`src/arc_pkg.sv`:
```
// package of register map constants for the audio port clock and rate configuration bank
`default_nettype none
package arc_pkg;
  localparam logic [7:0] ARC_PAGE_ADDR = 8'h00;
  localparam logic [7:0] ARC_PAGE_CFG = 8'h01;
  localparam logic [7:0] ARC_PORT_ROLE_ADDR = 8'h0D;
  localparam logic [7:0] ARC_CHAN_LIMIT_ADDR = 8'h0E;
  localparam logic [7:0] ARC_RC_CTRL_ADDR = 8'h17;
  localparam logic [7:0] ARC_RC_RATIO_ADDR = 8'h18;
  localparam logic [7:0] ARC_RESET_VALUE = 8'h00;
  // writable bits of each register; reserved bits stay zero
  localparam logic [7:0] ARC_PORT_ROLE_MASK = 8'hC6;
  localparam logic [7:0] ARC_CHAN_LIMIT_MASK = 8'hF8;
  localparam logic [7:0] ARC_RC_CTRL_MASK = 8'hC0;
  localparam logic [7:0] ARC_RC_RATIO_MASK = 8'hFF;
  localparam int ARC_PRI_OVR_BIT = 7;
  localparam int ARC_SEC_OVR_BIT = 6;
  localparam int ARC_PRI_INT_FS_BIT = 2;
  localparam int ARC_SEC_INT_FS_BIT = 1;
  localparam int ARC_FORCE_CUST_BIT = 7;
  localparam int ARC_MASK_LSB = 3;
  localparam int ARC_MASK_MSB = 6;
  localparam int ARC_RC_EN_BIT = 7;
  localparam int ARC_AUTO_DIS_BIT = 6;
  localparam int ARC_MAIN_MAN_BIT = 7;
  localparam int ARC_MAIN_SRC_BIT = 6;
  localparam int ARC_NUM_LSB = 3;
  localparam int ARC_NUM_MSB = 5;
  localparam int ARC_DEN_LSB = 0;
  localparam int ARC_DEN_MSB = 2;
  localparam int ARC_NUM_CH = 4;
  // ratio term codes
  localparam logic [2:0] ARC_RATIO_AUTO = 3'h0;
  localparam logic [2:0] ARC_RATIO_RSV5 = 3'h5;
  localparam logic [2:0] ARC_RATIO_SIX = 3'h6;
  localparam logic [2:0] ARC_RATIO_RSV7 = 3'h7;
endpackage : arc_pkg
`default_nettype wire

```
`src/arc_config_bank.sv`:
```
// page 1 register bank for serial port roles, channel limit and rate converter control
`default_nettype none
module arc_config_bank (
  input wire logic sys_clk,
  input wire logic reset_n,
  input wire logic reg_write,
  input wire logic reg_read,
  input wire logic [7:0] reg_addr,
  input wire logic [7:0] reg_wdata,
  output logic [7:0] reg_rdata,
  output logic reg_rvalid,
  input wire logic primary_role_select,
  input wire logic secondary_role_select,
  input wire logic [3:0] standard_channel_limit_select,
  input wire logic main_rate_auto_primary,
  output logic [7:0] active_page,
  output logic primary_bclk_out_en,
  output logic primary_frame_sync_pin_out_en,
  output logic primary_autodetect_en,
  output logic primary_internal_frame_sync,
  output logic secondary_bclk_out_en,
  output logic secondary_frame_sync_pin_out_en,
  output logic secondary_autodetect_en,
  output logic secondary_internal_frame_sync,
  output logic [3:0] channel_enable,
  output logic rate_converter_enable,
  output logic rate_autodetect_en,
  output logic main_rate_from_secondary,
  output logic ratio_num_auto,
  output logic [2:0] ratio_num_value,
  output logic ratio_den_auto,
  output logic [2:0] ratio_den_value,
  output logic ratio_code_reserved
);
  import arc_pkg::*;

  logic [7:0] page;
  logic [7:0] port_role_frame_sync_pin_config;
  logic [7:0] dynamic_channel_limit_config;
  logic [7:0] rate_converter_control;
  logic [7:0] rate_converter_ratio_config;

  // page selector is reachable on every page
  wire page_sel_hit = (reg_addr == ARC_PAGE_ADDR);
  wire on_bank_page = (page == ARC_PAGE_CFG);
  wire role_hit = on_bank_page && (reg_addr == ARC_PORT_ROLE_ADDR);
  wire chan_hit = on_bank_page && (reg_addr == ARC_CHAN_LIMIT_ADDR);
  wire ctrl_hit = on_bank_page && (reg_addr == ARC_RC_CTRL_ADDR);
  wire ratio_hit = on_bank_page && (reg_addr == ARC_RC_RATIO_ADDR);

  // reserved positions are dropped so they always read back as zero
  wire [7:0] next_role = reg_wdata & ARC_PORT_ROLE_MASK;
  wire [7:0] next_chan = reg_wdata & ARC_CHAN_LIMIT_MASK;
  wire [7:0] next_ctrl = reg_wdata & ARC_RC_CTRL_MASK;
  wire [7:0] next_ratio = reg_wdata & ARC_RC_RATIO_MASK;

  wire [7:0] next_rdata = page_sel_hit ? page :
                          role_hit ? port_role_frame_sync_pin_config :
                          chan_hit ? dynamic_channel_limit_config :
                          ctrl_hit ? rate_converter_control :
                          ratio_hit ? rate_converter_ratio_config :
                          ARC_RESET_VALUE;

  always_ff @(posedge sys_clk or negedge reset_n) begin
    if (!reset_n) begin
      page <= ARC_RESET_VALUE;
      port_role_frame_sync_pin_config <= ARC_RESET_VALUE;
      dynamic_channel_limit_config <= ARC_RESET_VALUE;
      rate_converter_control <= ARC_RESET_VALUE;
      rate_converter_ratio_config <= ARC_RESET_VALUE;
    end else if (reg_write) begin
      if (page_sel_hit) page <= reg_wdata;
      if (role_hit) port_role_frame_sync_pin_config <= next_role;
      if (chan_hit) dynamic_channel_limit_config <= next_chan;
      if (ctrl_hit) rate_converter_control <= next_ctrl;
      if (ratio_hit) rate_converter_ratio_config <= next_ratio;
    end
  end

  always_ff @(posedge sys_clk or negedge reset_n) begin
    if (!reset_n) begin
      reg_rdata <= ARC_RESET_VALUE;
      reg_rvalid <= 1'b0;
    end else begin
      reg_rvalid <= reg_read;
      if (reg_read) reg_rdata <= next_rdata;
    end
  end

  // port role resolution
  wire pri_ovr = port_role_frame_sync_pin_config[ARC_PRI_OVR_BIT];
  wire sec_ovr = port_role_frame_sync_pin_config[ARC_SEC_OVR_BIT];
  // normal role: controller drives both clocks, target drives neither
  wire next_pri_bclk = pri_ovr ? primary_role_select : primary_role_select;
  wire next_pri_frame_sync_pin = pri_ovr ? !primary_role_select : primary_role_select;
  wire next_sec_bclk = secondary_role_select;
  wire next_sec_frame_sync_pin = sec_ovr ? !secondary_role_select : secondary_role_select;
  // internal frame sync applies only while the port is a plain controller
  wire pri_controller = primary_role_select && !pri_ovr;
  wire sec_controller = secondary_role_select && !sec_ovr;
  wire next_pri_int_fs = pri_controller && port_role_frame_sync_pin_config[ARC_PRI_INT_FS_BIT];
  wire next_sec_int_fs = sec_controller && port_role_frame_sync_pin_config[ARC_SEC_INT_FS_BIT];

  // channel limit
  wire force_custom_channel_limit = dynamic_channel_limit_config[ARC_FORCE_CUST_BIT];
  wire [3:0] custom_channel_mask =
    dynamic_channel_limit_config[ARC_MASK_MSB:ARC_MASK_LSB];
  wire [3:0] next_chan_en;
  genvar ch;
  generate
    for (ch = 0; ch < ARC_NUM_CH; ch++) begin : g_chan
      // mask bit ch enables channel ch+1
      assign next_chan_en[ch] = force_custom_channel_limit ? custom_channel_mask[ch] :
                                standard_channel_limit_select[ch];
    end
  endgenerate

  // rate converter
  wire main_rate_manual = rate_converter_ratio_config[ARC_MAIN_MAN_BIT];
  wire main_rate_source = rate_converter_ratio_config[ARC_MAIN_SRC_BIT];
  wire inferred_secondary = !main_rate_auto_primary;
  wire next_main_sec = main_rate_manual ? main_rate_source : inferred_secondary;
  wire num_auto;
  wire num_rsv;
  wire [2:0] num_val;
  wire den_auto;
  wire den_rsv;
  wire [2:0] den_val;

  arc_ratio_decode u_num (
    .code(rate_converter_ratio_config[ARC_NUM_MSB:ARC_NUM_LSB]),
    .is_auto(num_auto),
    .is_reserved(num_rsv),
    .value(num_val)
  );

  arc_ratio_decode u_den (
    .code(rate_converter_ratio_config[ARC_DEN_MSB:ARC_DEN_LSB]),
    .is_auto(den_auto),
    .is_reserved(den_rsv),
    .value(den_val)
  );

  // next values of the remaining outputs
  wire next_pri_autodetect = !pri_ovr;
  wire next_sec_autodetect = !sec_ovr;
  wire next_rc_enable = rate_converter_control[ARC_RC_EN_BIT];
  wire next_rate_autodetect = !rate_converter_control[ARC_AUTO_DIS_BIT];
  wire next_ratio_reserved = num_rsv || den_rsv;

  always_ff @(posedge sys_clk or negedge reset_n) begin
    if (!reset_n) begin
      active_page <= ARC_RESET_VALUE;
    end else begin
      active_page <= page;
    end
  end

  always_ff @(posedge sys_clk or negedge reset_n) begin
    if (!reset_n) begin
      primary_bclk_out_en <= 1'b0;
    end else begin
      primary_bclk_out_en <= next_pri_bclk;
    end
  end

  always_ff @(posedge sys_clk or negedge reset_n) begin
    if (!reset_n) begin
      primary_frame_sync_pin_out_en <= 1'b0;
    end else begin
      primary_frame_sync_pin_out_en <= next_pri_frame_sync_pin;
    end
  end

  always_ff @(posedge sys_clk or negedge reset_n) begin
    if (!reset_n) begin
      primary_autodetect_en <= 1'b1;
    end else begin
      primary_autodetect_en <= next_pri_autodetect;
    end
  end

  always_ff @(posedge sys_clk or negedge reset_n) begin
    if (!reset_n) begin
      primary_internal_frame_sync <= 1'b0;
    end else begin
      primary_internal_frame_sync <= next_pri_int_fs;
    end
  end

  always_ff @(posedge sys_clk or negedge reset_n) begin
    if (!reset_n) begin
      secondary_bclk_out_en <= 1'b0;
    end else begin
      secondary_bclk_out_en <= next_sec_bclk;
    end
  end

  always_ff @(posedge sys_clk or negedge reset_n) begin
    if (!reset_n) begin
      secondary_frame_sync_pin_out_en <= 1'b0;
    end else begin
      secondary_frame_sync_pin_out_en <= next_sec_frame_sync_pin;
    end
  end

  always_ff @(posedge sys_clk or negedge reset_n) begin
    if (!reset_n) begin
      secondary_autodetect_en <= 1'b1;
    end else begin
      secondary_autodetect_en <= next_sec_autodetect;
    end
  end

  always_ff @(posedge sys_clk or negedge reset_n) begin
    if (!reset_n) begin
      secondary_internal_frame_sync <= 1'b0;
    end else begin
      secondary_internal_frame_sync <= next_sec_int_fs;
    end
  end

  always_ff @(posedge sys_clk or negedge reset_n) begin
    if (!reset_n) begin
      channel_enable <= 4'h0;
    end else begin
      channel_enable <= next_chan_en;
    end
  end

  always_ff @(posedge sys_clk or negedge reset_n) begin
    if (!reset_n) begin
      rate_converter_enable <= 1'b0;
    end else begin
      rate_converter_enable <= next_rc_enable;
    end
  end

  always_ff @(posedge sys_clk or negedge reset_n) begin
    if (!reset_n) begin
      rate_autodetect_en <= 1'b1;
    end else begin
      rate_autodetect_en <= next_rate_autodetect;
    end
  end

  always_ff @(posedge sys_clk or negedge reset_n) begin
    if (!reset_n) begin
      main_rate_from_secondary <= 1'b0;
    end else begin
      main_rate_from_secondary <= next_main_sec;
    end
  end

  always_ff @(posedge sys_clk or negedge reset_n) begin
    if (!reset_n) begin
      ratio_num_auto <= 1'b1;
    end else begin
      ratio_num_auto <= num_auto;
    end
  end

  always_ff @(posedge sys_clk or negedge reset_n) begin
    if (!reset_n) begin
      ratio_num_value <= ARC_RATIO_AUTO;
    end else begin
      ratio_num_value <= num_val;
    end
  end

  always_ff @(posedge sys_clk or negedge reset_n) begin
    if (!reset_n) begin
      ratio_den_auto <= 1'b1;
    end else begin
      ratio_den_auto <= den_auto;
    end
  end

  always_ff @(posedge sys_clk or negedge reset_n) begin
    if (!reset_n) begin
      ratio_den_value <= ARC_RATIO_AUTO;
    end else begin
      ratio_den_value <= den_val;
    end
  end

  always_ff @(posedge sys_clk or negedge reset_n) begin
    if (!reset_n) begin
      ratio_code_reserved <= 1'b0;
    end else begin
      ratio_code_reserved <= next_ratio_reserved;
    end
  end
endmodule : arc_config_bank
`default_nettype wire

```
`src/arc_ratio_decode.sv`:
```
// decoder for one main to auxiliary ratio term
`default_nettype none
module arc_ratio_decode (
  input wire logic [2:0] code,
  output logic is_auto,
  output logic is_reserved,
  output logic [2:0] value
);
  import arc_pkg::*;
  wire reserved_code = (code == ARC_RATIO_RSV5) || (code == ARC_RATIO_RSV7);
  assign is_auto = (code == ARC_RATIO_AUTO);
  assign is_reserved = reserved_code;
  // literal codes 1..4 and 6 carry their own value
  assign value = reserved_code ? ARC_RATIO_AUTO : code;
endmodule : arc_ratio_decode
`default_nettype wire

```
`config.mk`:
```
export PLATFORM = sky130hd
export DESIGN_NAME = arc_config_bank
export DESIGN_NICKNAME = d
export VERILOG_FILES = /design/src/arc_pkg.sv /design/src/arc_config_bank.sv /design/src/arc_ratio_decode.sv
export SDC_FILE = /design/constraint.sdc
export NUM_CORES = 1
export LEC_CHECK = 0
export ABC_AREA = 1
export BUFFER_PORTS_ARGS = -buffer_cell sky130_fd_sc_hd__buf_2
export CORE_MARGIN = 2
export CORE_UTILIZATION = 40
export CTS_CLUSTER_DIAMETER = 30
export CTS_CLUSTER_SIZE = 16
export DETAILED_ROUTE_END_ITERATION = 7
export PLACE_DENSITY_LB_ADDON = 0.25
export SKIP_LAST_GASP = 1
export SLEW_MARGIN = 10
export SYNTH_ARGS = -nofsm -noshare
export SYNTH_HDL_FRONTEND = slang
export SYNTH_HIERARCHICAL = 1
export SYNTH_SLANG_ARGS = --single-unit
```
`constraint.sdc`:
```
create_clock -name sys_clk -period 1.8 [get_ports sys_clk]
set_input_delay 0.09 -clock sys_clk [delete_from_list [all_inputs] [get_ports sys_clk]]
set_output_delay 0.09 -clock sys_clk [all_outputs]
set_load 0.1 [all_outputs]
```
==> results.py <==
metrics = {
    "critical_path": {
        "crit_chain": "nor2_1 > nand2_1 > nor2_4 > nand2_1 > nor2_1 > mux2_2",
        "r2r-start": "page[7]$_DFFE_PN0P_",
        "path_max_fanout": 9,
        "cp-startpoint": "page[7]$_DFFE_PN0P_",
        "crit_path_top_delay_cell": "dfrtp_1",
        "start_kind": "register",
        "regToRegSetupSlack_ns": 0.27,
        "reg2reg_depth": 6,
        "crit_type": "register to register",
        "crit_required_ns": 2.03,
        "critPathTopFamily": "simple AND/OR/NAND/NOR gates",
        "cp-end-kind": "register",
        "critPathBufInv": 0,
        "cp.arrival_ns": 1.77,
        "critical_path.max_stage_delay_ns": 0.41,
        "reg2reg_to": "rate_converter_control[7]$_DFFE_PN0P_",
    },
    "detailed_routing": {
        "ant_nets": 0,
        "drc_errors": 0,
        "wire_per_inst_um": 12.5,
        "wirelength_mm": 5.70,
        "vias": 2103,
        "vias_per_cell": 4.62,
        "first_iter_violations": 117,
        "first_pass_iters": 4,
    },
    "hold_path": {
        "worstHoldEndpoint": "rate_converter_ratio_config[0]$_DFFE_PN0P_",
        "hold_path_class": "primary input to register",
        "hold_depth": 3,
        "min-delay-start": "reg_wdata[0]",
    },
    "placed_design": {
        "placed_cell_area_sq_um": 3160,
        "io_buffer_count": 67,
        "dpl.hpwl_mm": 3.99,
        "gp_congestion": 0.788,
        "pre_cts_ws_ns": 0.256,
    },
    "sta": {
        "fin_crit_sh_pct": 85.2,
        "setup_violations": 0,
        "setup_slack_ns": 0.266,
        "min_period_ns": 1.53,
        "finalClockSkew_ns": 0.00658,
        "slew_viol_final": 0,
        "hold_viol": 0,
        "rsz0062_at_grt": "false",
        "max_freq_ghz": 0.652,
        "tns_ns": 0,
        "worst_slew_pin_slew_ns": 0.495,
        "maxSlewHeadroom_pct": 67.2,
    },
    "yosys": {
        "ys_types": 27,
        "synth_top_area_share_pct": 57.7,
        "netlist_instances": 284,
        "yosys_most_used_dff": "dfrtp_1",
        "ys_ff_latch": 68,
        "syn_area_sq_um": 2730,
        "synth_area_leader_cell": "dfrtp_1",
        "async_flop_share_pct": 100,
        "yosysMostFrequentCell": "nand2_1",
        "synth_fp_nets": 313,
        "synth_area_leaders": "dfrtp_1, nand2_1, dfstp_2, nor2_1, inv_1",
        "synth_edf_count": 0,
        "ys_warn_count": 6,
        "avgSynthCellArea_sq_um": 9.61,
        "synth_common_cells": "nand2_1, dfrtp_1, nor2_1, inv_1, o21ai_0",
        "yosysSeqAreaShare_pct": 62.6,
    },
    "power": {
        "ir_worst_vdd_mv": 0.420,
        "finalPower_mw": 3.16,
        "pwr_density_cell_nw_per_um2": 914,
        "leakage_nw": 1.84,
    },
    "clock_tree": {
        "clkSinkCount": 68,
        "cts_tree": "yes",
        "clk_latency_ns": 0.34,
        "cts_root_buffer": "clkbuf_8",
        "htree_levels": 3,
        "clockBufferDepth": 2,
        "cts_buffers": 9,
        "clkTransAtPathRegs_ns": 0.07,
        "post_cts_resized": 0,
    },
    "floorplan": {
        "dieHeight_um": 86.6,
        "ios": 68,
        "core-area_sq_um": 6680,
        "row_count": 30,
        "die_area_sq_um": 7500,
        "fp.dieW_um": 86.6,
        "initial_utilization_pct": 40.9,
    },
    "finish": {
        "finish.utilization_pct": 51.8,
        "area_growth_pct": 26.7,
        "diodes": 0,
        "final_area_sq_um": 3460,
        "fin_nets": 399,
        "layout-drive-gt1-share_pct": 30.9,
    },
    "global_route": {
        "grt_pass1_vias": 2010,
        "grt_pass1_wl_mm": 9.58,
        "grt_max_degree": 69,
        "antenna_found_initial": 0,
        "grt-ovfl-total": 0,
        "grt_use_total_pct": 17.0,
    },
    "job": {
        "cap_violations": 0,
    },
    "status": {
        "status": "finished clean",
    },
}
-- worst max-delay path by stage --
stage / depth (start not counted) / to / slack (ns)
after floorplan: 9 / rate_converter_ratio_config[5]$_DFFE_PN0P_ / 0.43
after global placement: 6 / rate_converter_control[7]$_DFFE_PN0P_ / 0.29
after detailed placement: 6 / rate_converter_control[7]$_DFFE_PN0P_ / 0.26
after CTS: 6 / rate_converter_control[7]$_DFFE_PN0P_ / 0.24
after global routing: 9 / reg_rdata[2]$_DFFE_PN0P_ / 0.11
final: 6 / rate_converter_control[7]$_DFFE_PN0P_ / 0.27
-- layout make-up --
cell class	count	area [sq um]
Clock buffer	12	165
Clock inverter	4	22.5
Fill cell	650	3220
Inverter	36	135
Multi-Input combinational cell	173	841
Sequential cell	68	1710
Tap cell	80	100
Timing Repair Buffer	82	488
-- logic make-up after synthesis --
logic type | share of synthesized area (%)
flip-flops | 62.6
adder cells (fa/ha/maj) | 0.916
AO/OA/AOI/OAI | 8.57
multiplexers | 0.825
buffers and inverters | 6.65
AND/OR/NAND/NOR | 20.5
-- flip-flops by register name, indices dropped and copies added, names as in the netlist, 2 cells and up --
register	cells
ratio_num_value	3
ratio_den_value	3
page	8
channel_enable	4
rate_converter_control	2
dynamic_channel_limit_config	5
port_role_frame_sync_pin_config	4
reg_rdata	8
active_page	8
rate_converter_ratio_config	8
-- layer usage --
| layer | vias to the layer above | wire, um | global-route usage, % |
|---|---|---|---|
| li1 | 1059 | - | - |
| met1 | 987 | 2560 | 22.0 |
| met2 | 49 | 2740 | 26.5 |
| met3 | 8 | 306 | 4.76 |
| met4 | 0 | 99 | 8.10 |
| met5 | - | 0 | 0 |
-- worst register-to-register path: cells and delay by family, from the launching register on --
kind          cells  cell delay (ns)
flops             1             0.41
mux               1             0.35
simple gates      5             0.66
-- layout by cell type, fill, tap and decap left out --
cell / netlist / final
buf_12: 0 / 1
o21ai_0: 19 / 19
dfrtp_1: 63 / 63
nand3_2: 1 / 1
or2_2: 1 / 1
nor2_2: 4 / 4
nand2_2: 3 / 3
mux2_2: 2 / 2
a21oi_1: 10 / 10
buf_2: 1 / 67
nor2_1: 34 / 34
a31oi_1: 3 / 3
or2_0: 2 / 2
and2_1: 1 / 1
nand3_1: 13 / 13
clkinvlp_4: 0 / 1
clkbuf_8: 0 / 12
nand2_4: 1 / 1
inv_1: 33 / 33
buf_4: 1 / 3
o21ai_2: 8 / 8
nand4_1: 1 / 1
inv_2: 3 / 3
dfstp_2: 5 / 5
nand2_1: 65 / 65
ha_1: 2 / 2
dlygate4sd3_1: 0 / 11
clkinv_2: 0 / 3
nand3b_1: 2 / 2
nor2_4: 1 / 1
-- what timing repair did --
item,4_1_cts,5_1_grt
hold buffers,11,0
setup buffers,0,0
endpoints found under the hold margin,73,0
-- power by group --
group	leakage, nW	switching (mW)	internal (mW)
Combinational	0.846	0.320	0.0839
Sequential	0.894	0.0199	1.57
Clock	0.0982	0.567	0.606
Total	1.84	0.907	2.26
-- per-stage QoR --
stage               std cells  hold slack [ns]
floorplan                 284           -0.206
global placement          428            0.136
detailed placement        428            0.140
CTS                       455           0.0164
global route              455           0.0280
finish                    455           0.0254
(Power assumes the default switching activity.)
